<file path="src/verilog/wds_pkg.sv">
package wds_pkg;
	// ==========================================================
	// bus geometry
	localparam int         AXI_ADDR_W   = 8;
	localparam logic [1:0] RESP_OKAY    = 2'h0;
	localparam logic [1:0] RESP_SLVERR  = 2'h2;

	// ==========================================================
	// register byte offsets
	localparam logic [7:0] OFF_WAVE_CTL1 = 8'h00;
	localparam logic [7:0] OFF_RISE_DB   = 8'h04;
	localparam logic [7:0] OFF_FALL_DB   = 8'h08;
	localparam logic [7:0] OFF_AUTOSD    = 8'h0C;
	localparam logic [7:0] OFF_IRQ_STS   = 8'h10;
	localparam logic [7:0] OFF_IRQ_MASK  = 8'h14;

	// ==========================================================
	// field positions and widths
	localparam int NUM_OUT      = 4;
	localparam int DB_BITS      = 6;
	localparam int POS_IN_VALUE = 5;
	localparam int POS_SHUTDOWN = 7;
	localparam int POS_RESTART  = 6;
	localparam int POS_PAIR_BD  = 4;
	localparam int POS_PAIR_AC  = 2;
	localparam int IRQ_BITS     = 2;
	localparam int IRQ_SD_ENTER = 0;
	localparam int IRQ_RESUME   = 1;

	// ==========================================================
	// reset values
	localparam logic [3:0] RST_POLARITY = 4'h0;
	localparam logic [5:0] RST_DB       = 6'h00;
	localparam logic       RST_SHUTDOWN = 1'b0;
	localparam logic       RST_RESTART  = 1'b0;
	localparam logic [1:0] RST_PAIR     = 2'h1;
	localparam logic [1:0] RST_IRQ_MASK = 2'h0;

	// ==========================================================
	// shutdown pin states
	localparam logic [1:0] SDS_INACTIVE = 2'h0;
	localparam logic [1:0] SDS_TRISTATE = 2'h1;
	localparam logic [1:0] SDS_LOW      = 2'h2;
	localparam logic [1:0] SDS_HIGH     = 2'h3;
endpackage : wds_pkg
</file>
<file path="src/verilog/wds_ctl.sv">
`timescale 1ns/10ps
module wds_ctl (
	// clock and reset
	input  logic                          aclk,
	input  logic                          aresetn,
	// axi4-lite write address
	input  logic                          awvalid,
	output logic                          awready,
	input  logic [wds_pkg::AXI_ADDR_W-1:0] awaddr,
	input  logic [2:0]                    awprot,
	// axi4-lite write data
	input  logic                          wvalid,
	output logic                          wready,
	input  logic [31:0]                   wdata,
	input  logic [3:0]                    wstrb,
	// axi4-lite write response
	output logic                          bvalid,
	input  logic                          bready,
	output logic [1:0]                    bresp,
	// axi4-lite read
	input  logic                          arvalid,
	output logic                          arready,
	input  logic [wds_pkg::AXI_ADDR_W-1:0] araddr,
	input  logic [2:0]                    arprot,
	output logic                          rvalid,
	input  logic                          rready,
	output logic [31:0]                   rdata,
	output logic [1:0]                    rresp,
	// waveform and shutdown source
	input  logic                          wave_in,
	input  logic                          shutdown_event,
	// output pins
	output logic [wds_pkg::NUM_OUT-1:0]   wave_out,
	output logic [wds_pkg::NUM_OUT-1:0]   wave_oe,
	// interrupt
	output logic                          irq
);
	// ==========================================================
	// state
	logic [wds_pkg::NUM_OUT-1:0]  pol_q, pol_d;
	logic [wds_pkg::DB_BITS-1:0]  rise_q, rise_d;
	logic [wds_pkg::DB_BITS-1:0]  fall_q, fall_d;
	logic                         sd_q, sd_d;
	logic                         ren_q, ren_d;
	logic [1:0]                   pair_bd_q, pair_bd_d;
	logic [1:0]                   pair_ac_q, pair_ac_d;
	logic [wds_pkg::IRQ_BITS-1:0] ists_q, ists_d;
	logic [wds_pkg::IRQ_BITS-1:0] imask_q, imask_d;
	logic                         act_q, act_d;
	logic                         wave_p_q;
	logic                         irq_q, irq_d;
	logic                         awr_q, awr_d;
	logic                         wr_q, wr_d;
	logic                         awh_q, awh_d;
	logic                         wh_q, wh_d;
	logic [7:0]                   awa_q, awa_d;
	logic [31:0]                  wd_q, wd_d;
	logic                         ws_q, ws_d;
	logic                         bv_q, bv_d;
	logic [1:0]                   br_q, br_d;
	logic                         arr_q, arr_d;
	logic                         rv_q, rv_d;
	logic [31:0]                  rd_q, rd_d;
	logic [1:0]                   rr_q, rr_d;

	logic                         do_wr;
	logic                         wr_asd;
	logic                         wave_rise;
	logic                         ev_enter;
	logic                         ev_resume;
	logic [wds_pkg::NUM_OUT-1:0]  raw;
	logic                         rise_db;
	logic                         fall_db;

	assign wave_rise = wave_in & ~wave_p_q;
	assign do_wr     = awh_q & wh_q & ~bv_q;
	assign wr_asd    = do_wr & ws_q & (awa_q == wds_pkg::OFF_AUTOSD);

	// ==========================================================
	// bus and register next state
	always_comb begin
		pol_d   = pol_q;
		rise_d  = rise_q;
		fall_d  = fall_q;
		ren_d   = ren_q;
		pair_bd_d = pair_bd_q;
		pair_ac_d = pair_ac_q;
		imask_d = imask_q;
		awh_d   = awh_q;
		wh_d    = wh_q;
		awa_d   = awa_q;
		wd_d    = wd_q;
		ws_d    = ws_q;
		bv_d    = bv_q;
		br_d    = br_q;
		rv_d    = rv_q;
		rd_d    = rd_q;
		rr_d    = rr_q;
		sd_d    = sd_q;
		ists_d  = ists_q;
		// address and data taken in either order
		if (awvalid && awr_q) begin
			awh_d = 1'b1;
			awa_d = awaddr[7:0];
		end
		if (wvalid && wr_q) begin
			wh_d = 1'b1;
			wd_d = wdata;
			ws_d = wstrb[0];
		end
		if (bv_q && bready) begin
			bv_d = 1'b0;
		end
		if (do_wr) begin
			awh_d = 1'b0;
			wh_d  = 1'b0;
			bv_d  = 1'b1;
			br_d  = wds_pkg::RESP_OKAY;
			case (awa_q)
				wds_pkg::OFF_WAVE_CTL1: if (ws_q) pol_d = wd_q[wds_pkg::NUM_OUT-1:0];
				wds_pkg::OFF_RISE_DB:   if (ws_q) rise_d = wd_q[wds_pkg::DB_BITS-1:0];
				wds_pkg::OFF_FALL_DB:   if (ws_q) fall_d = wd_q[wds_pkg::DB_BITS-1:0];
				wds_pkg::OFF_AUTOSD: begin
					if (ws_q) begin
						sd_d   = wd_q[wds_pkg::POS_SHUTDOWN];
						ren_d  = wd_q[wds_pkg::POS_RESTART];
						pair_bd_d = wd_q[wds_pkg::POS_PAIR_BD +: 2];
						pair_ac_d = wd_q[wds_pkg::POS_PAIR_AC +: 2];
					end
				end
				wds_pkg::OFF_IRQ_STS:   if (ws_q) ists_d = ists_q & ~wd_q[wds_pkg::IRQ_BITS-1:0];
				wds_pkg::OFF_IRQ_MASK:  if (ws_q) imask_d = wd_q[wds_pkg::IRQ_BITS-1:0];
				default:                br_d = wds_pkg::RESP_SLVERR;
			endcase
		end
		// restart once the event has gone, unless software writes the auto-shutdown register this cycle
		if (sd_q && ren_q && !shutdown_event && !wr_asd) begin
			sd_d = 1'b0;
		end
		// hardware set wins over any clear
		if (shutdown_event) begin
			sd_d = 1'b1;
		end
		if (rv_q && rready) begin
			rv_d = 1'b0;
		end
		if (arvalid && arr_q) begin
			rv_d = 1'b1;
			rd_d = '0;
			rr_d = wds_pkg::RESP_OKAY;
			case (araddr[7:0])
				wds_pkg::OFF_WAVE_CTL1: begin
					rd_d[wds_pkg::NUM_OUT-1:0]   = pol_q;
					rd_d[wds_pkg::POS_IN_VALUE] = wave_in;
				end
				wds_pkg::OFF_RISE_DB:   rd_d[wds_pkg::DB_BITS-1:0] = rise_q;
				wds_pkg::OFF_FALL_DB:   rd_d[wds_pkg::DB_BITS-1:0] = fall_q;
				wds_pkg::OFF_AUTOSD: begin
					rd_d[wds_pkg::POS_SHUTDOWN]    = sd_q;
					rd_d[wds_pkg::POS_RESTART]     = ren_q;
					rd_d[wds_pkg::POS_PAIR_BD +: 2] = pair_bd_q;
					rd_d[wds_pkg::POS_PAIR_AC +: 2] = pair_ac_q;
				end
				wds_pkg::OFF_IRQ_STS:   rd_d[wds_pkg::IRQ_BITS-1:0] = ists_q;
				wds_pkg::OFF_IRQ_MASK:  rd_d[wds_pkg::IRQ_BITS-1:0] = imask_q;
				default:                rr_d = wds_pkg::RESP_SLVERR;
			endcase
		end
		// a shut output holds until the first input rise after the flag drops
		act_d     = sd_q | (act_q & ~wave_rise);
		ev_enter  = sd_d & ~sd_q;
		ev_resume = act_q & ~act_d;
		// set wins over write-one-to-clear
		ists_d[wds_pkg::IRQ_SD_ENTER] = ists_d[wds_pkg::IRQ_SD_ENTER] | ev_enter;
		ists_d[wds_pkg::IRQ_RESUME]   = ists_d[wds_pkg::IRQ_RESUME] | ev_resume;
		irq_d = |(ists_q & imask_q);
		awr_d = ~awh_d & ~bv_d;
		wr_d  = ~wh_d & ~bv_d;
		arr_d = ~rv_d;
	end

	// ==========================================================
	// registers
	always_ff @(posedge aclk) begin
		if (!aresetn) begin
			pol_q    <= wds_pkg::RST_POLARITY;
			rise_q   <= wds_pkg::RST_DB;
			fall_q   <= wds_pkg::RST_DB;
			sd_q     <= wds_pkg::RST_SHUTDOWN;
			ren_q    <= wds_pkg::RST_RESTART;
			pair_bd_q <= wds_pkg::RST_PAIR;
			pair_ac_q <= wds_pkg::RST_PAIR;
			ists_q   <= '0;
			imask_q  <= wds_pkg::RST_IRQ_MASK;
			act_q    <= 1'b0;
			wave_p_q <= 1'b0;
			irq_q    <= 1'b0;
			awr_q    <= 1'b0;
			wr_q     <= 1'b0;
			awh_q    <= 1'b0;
			wh_q     <= 1'b0;
			awa_q    <= '0;
			wd_q     <= '0;
			ws_q     <= 1'b0;
			bv_q     <= 1'b0;
			br_q     <= wds_pkg::RESP_OKAY;
			arr_q    <= 1'b0;
			rv_q     <= 1'b0;
			rd_q     <= '0;
			rr_q     <= wds_pkg::RESP_OKAY;
		end else begin
			pol_q    <= pol_d;
			rise_q   <= rise_d;
			fall_q   <= fall_d;
			sd_q     <= sd_d;
			ren_q    <= ren_d;
			pair_bd_q <= pair_bd_d;
			pair_ac_q <= pair_ac_d;
			ists_q   <= ists_d;
			imask_q  <= imask_d;
			act_q    <= act_d;
			wave_p_q <= wave_in;
			irq_q    <= irq_d;
			awr_q    <= awr_d;
			wr_q     <= wr_d;
			awh_q    <= awh_d;
			wh_q     <= wh_d;
			awa_q    <= awa_d;
			wd_q     <= wd_d;
			ws_q     <= ws_d;
			bv_q     <= bv_d;
			br_q     <= br_d;
			arr_q    <= arr_d;
			rv_q     <= rv_d;
			rd_q     <= rd_d;
			rr_q     <= rr_d;
		end
	end

	assign awready = awr_q;
	assign wready  = wr_q;
	assign bvalid  = bv_q;
	assign bresp   = br_q;
	assign arready = arr_q;
	assign rvalid  = rv_q;
	assign rdata   = rd_q;
	assign rresp   = rr_q;
	assign irq     = irq_q;

	// ==========================================================
	// dead-band and output steering
	// the complement leg is the same delay unit fed the inverted input
	wds_deadband #(.W(wds_pkg::DB_BITS)) u_rise_db (
		.aclk    (aclk),
		.aresetn (aresetn),
		.level   (wave_in),
		.count   (rise_q),
		.delayed (rise_db)
	);
	wds_deadband #(.W(wds_pkg::DB_BITS)) u_fall_db (
		.aclk    (aclk),
		.aresetn (aresetn),
		.level   (~wave_in),
		.count   (fall_q),
		.delayed (fall_db)
	);

	// half-bridge pairing only; c and d mirror a and b
	assign raw = {fall_db, rise_db, fall_db, rise_db};

	wds_out_stage #(.N(wds_pkg::NUM_OUT)) u_out (
		.aclk     (aclk),
		.aresetn  (aresetn),
		.raw      (raw),
		.invert   (pol_q),
		.shut     (act_q),
		.state_ac (pair_ac_q),
		.state_bd (pair_bd_q),
		.pin_out  (wave_out),
		.pin_oe   (wave_oe)
	);
endmodule : wds_ctl

</file>
<file path="src/verilog/wds_deadband.sv">
`timescale 1ns/10ps
module wds_deadband #(
	parameter int W = 6
) (
	// clock and reset
	input  logic         aclk,
	input  logic         aresetn,
	// edge to delay
	input  logic         level,
	input  logic [W-1:0] count,
	output logic         delayed
);
	// ==========================================================
	// counter
	logic [W-1:0] cnt_q;
	logic [W-1:0] cnt_d;
	logic         out_q;
	logic         out_d;

	always_comb begin
		cnt_d = cnt_q;
		out_d = out_q;
		if (!level) begin
			// reload while low so the edge uses the latest value
			cnt_d = count;
			out_d = 1'b0;
		end else if (cnt_q == '0) begin
			out_d = 1'b1;
		end else begin
			cnt_d = W'(cnt_q - 1'b1);
		end
	end

	always_ff @(posedge aclk) begin
		if (!aresetn) begin
			cnt_q <= '0;
			out_q <= 1'b0;
		end else begin
			cnt_q <= cnt_d;
			out_q <= out_d;
		end
	end

	assign delayed = out_q;
endmodule : wds_deadband

</file>
<file path="src/verilog/wds_out_stage.sv">
`timescale 1ns/10ps
module wds_out_stage #(
	parameter int N = 4
) (
	// clock and reset
	input  logic         aclk,
	input  logic         aresetn,
	// steering
	input  logic [N-1:0] raw,
	input  logic [N-1:0] invert,
	input  logic         shut,
	input  logic [1:0]   state_ac,
	input  logic [1:0]   state_bd,
	// pins
	output logic [N-1:0] pin_out,
	output logic [N-1:0] pin_oe
);
	// ==========================================================
	// per pin output flop
	for (genvar i = 0; i < N; i++) begin : g_pin
		logic       o_q;
		logic       o_d;
		logic       e_q;
		logic       e_d;
		logic [1:0] sel;

		assign sel = (i % 2 == 0) ? state_ac : state_bd;

		always_comb begin
			o_d = raw[i] ^ invert[i];
			e_d = 1'b1;
			if (shut) begin
				case (sel)
					wds_pkg::SDS_HIGH:     o_d = 1'b1;
					wds_pkg::SDS_LOW:      o_d = 1'b0;
					wds_pkg::SDS_TRISTATE: begin
						o_d = 1'b0;
						e_d = 1'b0;
					end
					default:               o_d = invert[i];
				endcase
			end
		end

		always_ff @(posedge aclk) begin
			if (!aresetn) begin
				o_q <= 1'b0;
				e_q <= 1'b0;
			end else begin
				o_q <= o_d;
				e_q <= e_d;
			end
		end

		assign pin_out[i] = o_q;
		assign pin_oe[i]  = e_q;

	end
endmodule : wds_out_stage

</file>
<file path="config.mk">
export PLATFORM = sky130hd
export DESIGN_NAME = wds_ctl
export DESIGN_NICKNAME = d
export VERILOG_FILES = /design/src/verilog/wds_pkg.sv /design/src/verilog/wds_ctl.sv /design/src/verilog/wds_deadband.sv /design/src/verilog/wds_out_stage.sv
export SDC_FILE = /design/constraint.sdc
export NUM_CORES = 1
export LEC_CHECK = 0
export BUFFER_PORTS_ARGS = -buffer_cell sky130_fd_sc_hd__buf_2
export CAP_MARGIN = 25
export CORE_MARGIN = 3
export CORE_UTILIZATION = 30
export CTS_BUF_LIST = sky130_fd_sc_hd__clkbuf_4 sky130_fd_sc_hd__clkbuf_8 sky130_fd_sc_hd__clkbuf_16
export CTS_CLUSTER_SIZE = 14
export DETAILED_ROUTE_END_ITERATION = 16
export PLACE_DENSITY = 0.6
export SLEW_MARGIN = 25
export SYNTH_ARGS = -nofsm -noshare
export SYNTH_HDL_FRONTEND = slang
export SYNTH_SLANG_ARGS = --single-unit
</file>
<file path="constraint.sdc">
create_clock -name aclk -period 2.5 [get_ports aclk]
set_clock_uncertainty 0.15 [all_clocks]
set_input_delay 0.375 -clock aclk [delete_from_list [all_inputs] [get_ports aclk]]
set_output_delay 0.375 -clock aclk [all_outputs]
set_load 0.03 [all_outputs]
</file>
# Word level (Yosys, flattened, before mapping)
# Cells that the tools add are included.
# word_totals
regBits,85
in_bits,67
output_inout_bits,50
elab_cells,150
# op_classes
add_sub_neg,2
n_eq_ne,18
mux,39
bitwise,30
n_reduce_logical,26
# op_table
op,count
equality test 8 x 4 -> 1 bit (second input constant),4
equality test 8 x 5 -> 1 bit (second input constant),4
2-to-1 mux 6 bit,4
2-to-1 mux 1 bit,21
equality test 8 x 3 -> 1 bit (second input constant),2
zero test 8 bit,2
AND reduction 3 bit,5
zero test 6 bit,2
2-to-1 mux 2 bit,6
OR reduction 6 bit,2
subtractor 6 x 1 -> 6 bit (second input constant),2
AND 1 bit,10
NOT 1 bit,10
case mux 2 bit (5 select lines),1
equality test 2 bit (second input constant),4
logical AND 1 bit,8
case mux 1 bit (2 select lines),4
case mux 2 bit (4 select lines),1
OR reduction 2 bit,4
AND 2 bit,2
equality test 2 x 1 -> 1 bit (second input constant),2
!= test 2 bit (second input constant),2
case mux 1 bit (4 select lines),1
XOR 1 bit,4
other kinds (5),8

# Depth between registers and ports, before layout
# Gate-level depths: netlist of run 1.
# logic_depth
ltp_word,10
depth_mapped,6
ltp_nobuf,6

# Hierarchy
# From an unflattened synthesis of run 1, not the netlist that was laid out.
# unflattened
hier_cells,436
area_unflattened_um2,3942.5
# by_module_without_submodules
module,n_inst,cells_per_inst,area_each_um2,seq_area_each_um2
wds_ctl,1,315,2792.7,1261.2
wds_deadband,2,44,407.9,140.1
wds_out_stage,1,33,334.1,120.1

# Least setup slack after synthesis of run 1
# OpenSTA, ideal clock, no wires.
# synth_path
path_kind,reg-to-reg
startpoint,reg awa_q[0]
endpoint,reg pair_bd_q[0]
arrival_ns,1.778
t_required_ns,2.220
slack_ns,0.442
path_stages_with_launch,7
n_path_buf,2
path_cell_list,dfxtp_1 > or4_4 > buf_6 > or4_4 > buf_6 > mux2i_1 > nand2_1
# synth_via
elab_chain_len,2
# synth_lines
item,line_no,text
"start, declared",wds_ctl.sv:56,"logic [7:0] awa_q, awa_d;"
"start signal, assigned",wds_ctl.sv:228,awa_q <= awa_d;
equality test 8 x 4 -> 1 bit,wds_ctl.sv:119,case (awa_q)
AND reduction 3 bit (no source line),--,
"end signal, assigned",wds_ctl.sv:191,pair_bd_q <= wds_pkg::RST_PAIR;
"end signal, assigned",wds_ctl.sv:217,pair_bd_q <= pair_bd_d;
"end, declared",wds_ctl.sv:45,"logic [1:0] pair_bd_q, pair_bd_d;"
# Every way passes these cells.
# A chain may end at the register's enable or synchronous reset.

# Worst setup path after layout of run 1
# layout_path
startpoint,reg awa_q[0]
endpoint,reg fall_q[2] (netlist bit)
# layout_via
elab_chain_len,2
# layout_lines
item,line_no,text
equality test 8 x 4 -> 1 bit,wds_ctl.sv:119,
AND reduction 3 bit (no source line),--,
"end signal, assigned",wds_ctl.sv:188,fall_q <= wds_pkg::RST_DB;
"end signal, assigned",wds_ctl.sv:214,fall_q <= fall_d;
"end, declared",wds_ctl.sv:42,"logic [wds_pkg::DB_BITS-1:0] fall_q, fall_d;"
# Every way passes these cells.

==> out/metrics.cfg, run 1 <==
[run_status]
status = complete, no violations

[place]
place.gp.congestion = 0.798
port_buffers = 57
place_hpwl_um = 6150
placed_area_um2 = 4020

[power_and_ir_drop]
p_clk_share_pct = 39.4
p_seq_share_pct = 46.7
powerDensity_nw_per_um2 = 714
vdd_drop_max_v = 0.000372
power_switching_uw = 809
swShare_pct = 26.4
power.internal_uw = 2250
power_leakage_uw = 0.00188
p_comb_share_pct = 13.9

[synthesis]
ys_ff_latch = 83
synth_area_um2 = 3780
ys_top_cells_by_area = dfxtp_1 44%, mux2i_1 7.9%, buf_4 6.8%, nand2_1 4.7%, nor2_1 4.3%
synth.distinct_cells = 46
postSynthAreaPerCell_um2 = 8.96
yosysSeqAreaShare_pct = 43.9
ys_warn_count = 0
syn_inst = 422
synth_top_cell_area_share_pct = 43.9
synth_top_area_cell = dfxtp_1

[hold_path]
hold_class = primary input to register

[timing]
period_needed_ns = 2.06
drv_slew = 0
whs_ns = 0.126
fin_crit_sh_pct = 82.5
rsz0062_at_grt = no
hold_violations = 0
max_freq_mhz = 485
setup_viol = 0
relSlewSlack_pct = 59.5
tightest_slew_ns = 0.608
setup_tns_ns = 0

[global_route]
grt_max_degree = 57
first_global_vias = 2813
track_usage_pct = 12.0
grt_pass1_wl_um = 13700
antenna_found_initial = 0
grt_overflow = 0

[clock_network]
cts.clk_slew.worst_paths_ns = 0.06
post_cts_buffers = 0
htreeDepth = 3
post_cts_resized = 0
clock-sinks = 83
cts_buffers = 9
cts_tree = done
cts_hold_buf = 0
clk_latency_ns = 0.33
clk_path_buf_depth = 2
cts-root-buf = clkbuf_16

[layout]
layout_common_cells = 83 x dfxtp_1, 57 x buf_2, 47 x nand2_1, 43 x nor2_1, 32 x a21oi_1
final_cell_area_um2 = 4290
num-nets-final = 530
layout-drive-gt1-share_pct = 19.4
final_common_cell = dfxtp_1
area_growth_pct = 13.4
num_antenna_cells = 0

[floorplanning]
fp-row-count = 40
initial_core_util_pct = 31.1
ios = 117
die_w_um = 118
dieArea_um2 = 14000
die_h_um = 118
core-area_um2 = 12200

[routing]
drtIter0Drc = 149
wl_per_cell_um = 13.4
dr.pass1.iters = 4
drc = 0
vias_per_cell = 4.59
drtAntennaViolNets = 0
route.vias.total = 2905
wl_um = 8490

[setup_path]
cp.required_ns = 2.55
r2r_slack_ns = 0.44
crit_arrival_ns = 2.11
path_class = register to register
critPathCaptureType = register
crit_fanout = 8
worst_setup_path_start_kind = register

[job]
cap_violations = 0

==> synth_stat cells (all sizes together) <==
master / number
mux2: 2
dfxtp: 83
a31oi: 6
nand3b: 7
o32ai: 3
mux4: 3
or3b: 5
nand2: 47
a211oi: 2
nor4: 4
a21oi: 32
o31a: 1
nand4b: 1
o31ai: 3
nor3: 7
o21a: 5
clkbuf: 17
o21ai: 11
nand2b: 9
conb: 1
inv: 10
nor3b: 4
nand4: 2
mux2i: 30
a22oi: 5
nor2b: 5
a21boi: 1
a221oi: 1
ha: 2
or3: 4
nand3: 6
xnor2: 4
or4: 6
and2: 4
buf: 41
nor2: 43
and3: 4
a41oi: 1
==> metal layers <==
metal	wire length, µm	GRT usage, %
met5	0	0
met3	315	1.77
met1	3760	14.3
met2	4230	21.3
met4	186	5.57
==> per-stage QoR <==
stage / setup WS [ns] / utilization, % / power, µW / instances
after floorplan: 0.442 / - / 1810 / 447
after global placement: 0.460 / 33.0 / 1860 / 618
after detailed placement: 0.449 / 33.0 / 1880 / 618
after CTS: 0.435 / 35.2 / 3090 / 633
after global routing: 0.357 / 35.2 / 3200 / 633
final: 0.437 / 35.2 / 3060 / 633
==> final cells by class <==
| type | instances | area, µm² |
|---|---|---|
| fill | 1252 | 7880 |
| multi-input combinational | 296 | 1790 |
| sequential | 83 | 1660 |
| timing repair buffer | 61 | 315 |
| clock buffer | 12 | 254 |
| tap | 168 | 210 |
| inverter | 10 | 37.5 |
| clock inverter | 3 | 15.0 |
==> registers in the layout, indices dropped and copies added, names as in the netlist, 2 cells and up <==
name	cells
wd_q	8
rdata	8
ists_q	2
u_out.g_pin.o_q	4
u_fall_db.cnt_q	6
pair_ac_q	2
u_rise_db.cnt_q	6
fall_q	6
u_out.g_pin.e_q	2
rise_q	6
imask_q	2
pair_bd_q	2
awa_q	8
pol_q	4
==> critical path, cell delays in order, from the launching register on <==
cell     delay [ns]
dfxtp_1        0.31
or4_4          0.59
or4_4          0.63
mux2i_1        0.18
nor2_1         0.06
==> path summary, 6_finish.rpt <==
kind | startpoint | end | cells after the start
max | awa_q[0]$_SDFFE_PN0P_ | fall_q[2]$_SDFFE_PN0P_ | 4
max reg2reg | awa_q[0]$_SDFFE_PN0P_ | fall_q[2]$_SDFFE_PN0P_ | 4
min reg2reg | awa_q[1]$_SDFFE_PN0P_ | awa_q[1]$_SDFFE_PN0P_ | 2
min | awaddr[6] | awa_q[6]$_SDFFE_PN0P_ | 3
==> power by group through the flow <==
stage / Clock, µW / Sequential, µW / Combinational [µW]
2_1_floorplan: 0 / 1450 / 355
3_3_place_gp: 0 / 1450 / 410
3_5_place_dp: 0 / 1460 / 422
4_1_cts: 1240 / 1430 / 427
5_1_grt: 1300 / 1440 / 466
6_report: 1210 / 1430 / 424
==> cell families (layout without fill, tap and decap cells) <==
kind of cell	after synthesis	in the layout	synth area share [%]
AND/OR/NAND/NOR	158	158	21.7
buffers and inverters	68	86	11.1
XOR/XNOR	4	4	0.926
AO/OA/AOI/OAI	71	71	11.3
flip-flops	83	83	43.9
other	1	26	0.0992
multiplexers	35	35	10.3
adder cells (fa/ha/maj)	2	2	0.662
Note: power is estimated with default switching activity, not from simulation.
==> inputs of run 2 (changes only) <==
- clock period: 2.5 -> 2 ns (I/O delays scaled with it)
==> out/metrics.cfg, run 2 (same netlist as run 1, synthesis figures left out) <==
[timing]
hold_violations = 0  ; unchanged
setup_viol = 0  ; unchanged
whs_ns = 0.0544  ; -0.0714 ns
max_freq_mhz = 514  ; +6.0%
period_needed_ns = 1.95  ; -0.117 ns
fin_crit_sh_pct = 97.3  ; +15 points
setup_tns_ns = 0  ; unchanged
rsz0062_at_grt = yes
drv_slew = 0  ; unchanged

[place]
place.gp.congestion = 0.763  ; -4.5%
placed_area_um2 = 4060  ; +1.1%
place_hpwl_um = 6310  ; +2.6%
place_inst = 624  ; +0.97%
port_buffers = 57  ; unchanged

[setup_path]
crit_fanout = 8  ; unchanged
critPathCaptureType = register
crit_arrival_ns = 2.00  ; -0.11 ns
path_class = register to register
cp.required_ns = 2.06  ; -0.49 ns
worst_setup_path_start_kind = register

[clock_network]
cts.clk_slew.worst_paths_ns = 0.06  ; about the same
cts_buffers = 9  ; unchanged
htreeDepth = 3  ; unchanged
cts-root-buf = clkbuf_16
clk_path_buf_depth = 2  ; unchanged
clock-sinks = 83  ; unchanged
cts_tree = done
post_cts_buffers = 0  ; unchanged
cts_hold_buf = 0  ; unchanged
clk_latency_ns = 0.33  ; about the same

[layout]
fillers = 1259  ; +0.56%
final_cell_area_um2 = 4360  ; +1.6%
num-nets-final = 536  ; +1.1%
layout_common_cells = 81 x dfxtp_1, 57 x buf_2, 47 x nand2_1, 43 x nor2_1, 32 x a21oi_1
num_antenna_cells = 0  ; unchanged
layout-drive-gt1-share_pct = 21.2  ; +1.8 points
final_common_cell = dfxtp_1
final_cells = 640  ; +1.1%
area_growth_pct = 15.2

[global_route]
first_global_vias = 2813  ; unchanged
antenna_found_initial = 0  ; unchanged
grt_util_met3_pct = 2.30  ; +0.53 points
grt_overflow = 0  ; unchanged
use_met1_pct = 13.9  ; -0.38 points
track_usage_pct = 11.8  ; -0.22 points
gr-usage-met2_pct = 21.4  ; +0.11 points
grt_pass1_wl_um = 13600  ; -0.61%
grt_max_degree = 30  ; -47%
gr-max-usage-layer = met2

[floorplanning]
die_w_um = 118  ; unchanged
die_h_um = 118  ; unchanged
initial_core_util_pct = 31.1  ; unchanged
core-area_um2 = 12200  ; unchanged
ios = 117  ; unchanged
dieArea_um2 = 14000  ; unchanged
fp-row-count = 40  ; unchanged

[run_status]
status = complete, no violations

[routing]
dr.pass1.iters = 4  ; unchanged
vias_per_cell = 4.60  ; +0.20%
drtAntennaViolNets = 0  ; unchanged
drtIter0Drc = 121  ; -19%
drc = 0  ; unchanged
wl_per_cell_um = 13.0  ; -3.0%
route.vias.total = 2943  ; +1.3%
wl_um = 8330  ; -2.0%

[power_and_ir_drop]
p_comb_share_pct = 14.2  ; +0.3 points
power_leakage_uw = 0.00192  ; +2.2%
power.total_uw = 3890  ; +27%
power_switching_uw = 996  ; +23%
swShare_pct = 25.6  ; -0.78 points
powerDensity_nw_per_um2 = 892  ; +25%
p_seq_share_pct = 46.0  ; -0.7 points
power.internal_uw = 2890  ; +28%
p_clk_share_pct = 39.9  ; +0.5 points
vdd_drop_max_v = 0.000450  ; +21%

[job]
cap_violations = 0  ; unchanged

[hold_path]
hold_class = primary input to register

run 2: cell count changes in the layout (fill, tap and decap cells not counted), sizes merged:
cell,previous run,this run
clkbuf,12,14
clkinv,3,2
buf,61,67
run 2: timing repair:
action / CTS / global route
pin swaps: 0 / 0
gates resized for setup: 1 / 2
endpoints found under the hold margin: 0 / 0
endpoints found under the setup margin: 1 / 3
run 2: final timing paths:
check / startpoint / end / slack (ns) / depth (start not counted)
max: awa_q[6]$_SDFFE_PN0P_ / rise_q[5]$_SDFFE_PN0P_ / 0.05 / 4
min: awaddr[2] / awa_q[2]$_SDFFE_PN0P_ / 0.05 / 3
max reg2reg: awa_q[6]$_SDFFE_PN0P_ / rise_q[5]$_SDFFE_PN0P_ / 0.05 / 4
min reg2reg: awa_q[6]$_SDFFE_PN0P_ / awa_q[6]$_SDFFE_PN0P_ / 0.31 / 2
run 2: critical path, stage by stage, from the launching register on:
cell and delay [ns]:
dfxtp_2 0.31, or4_4 0.59, or4_4 0.53, mux2i_1 0.19
nor2_1 0.05
run 2: layout make-up:
| cell class | count | area [µm²] | share of cell area, % |
|---|---|---|---|
| multi-input cells | 296 | 1800 | 41.3 |
| flip-flops and latches | 83 | 1660 | 38.2 |
| repair buffers | 67 | 360 | 8.27 |
| clock buffers | 14 | 275 | 6.32 |
| well taps | 168 | 210 | 4.83 |
| inverters | 10 | 37.5 | 0.862 |
| clock inverters | 2 | 10.0 | 0.230 |
run 2: layer usage:
layer / up-vias / share of wire [%]
met5: - / 0
met4: 0 / 0.97
met3: 7 / 3.2
met2: 55 / 52
met1: 1393 / 44
li1: 1488 / -
run 2: metrics by stage:
stage / worst slack [ns] / util, %
after floorplan: 0.0225 / -
after global placement: 0.0744 / 33.4
after detailed placement: 0.0208 / 33.4
after CTS: 0.0489 / 35.8
after global routing: -0.0178 / 35.8
final: 0.0545 / 35.8
run 2: power by group through the flow:
stage	clock network, µW	registers, µW	logic (µW)
global placement	0	1820	532
CTS	1590	1790	553
detailed placement	0	1820	546
floorplan	0	1820	443
global route	1670	1800	604
finish	1550	1790	550
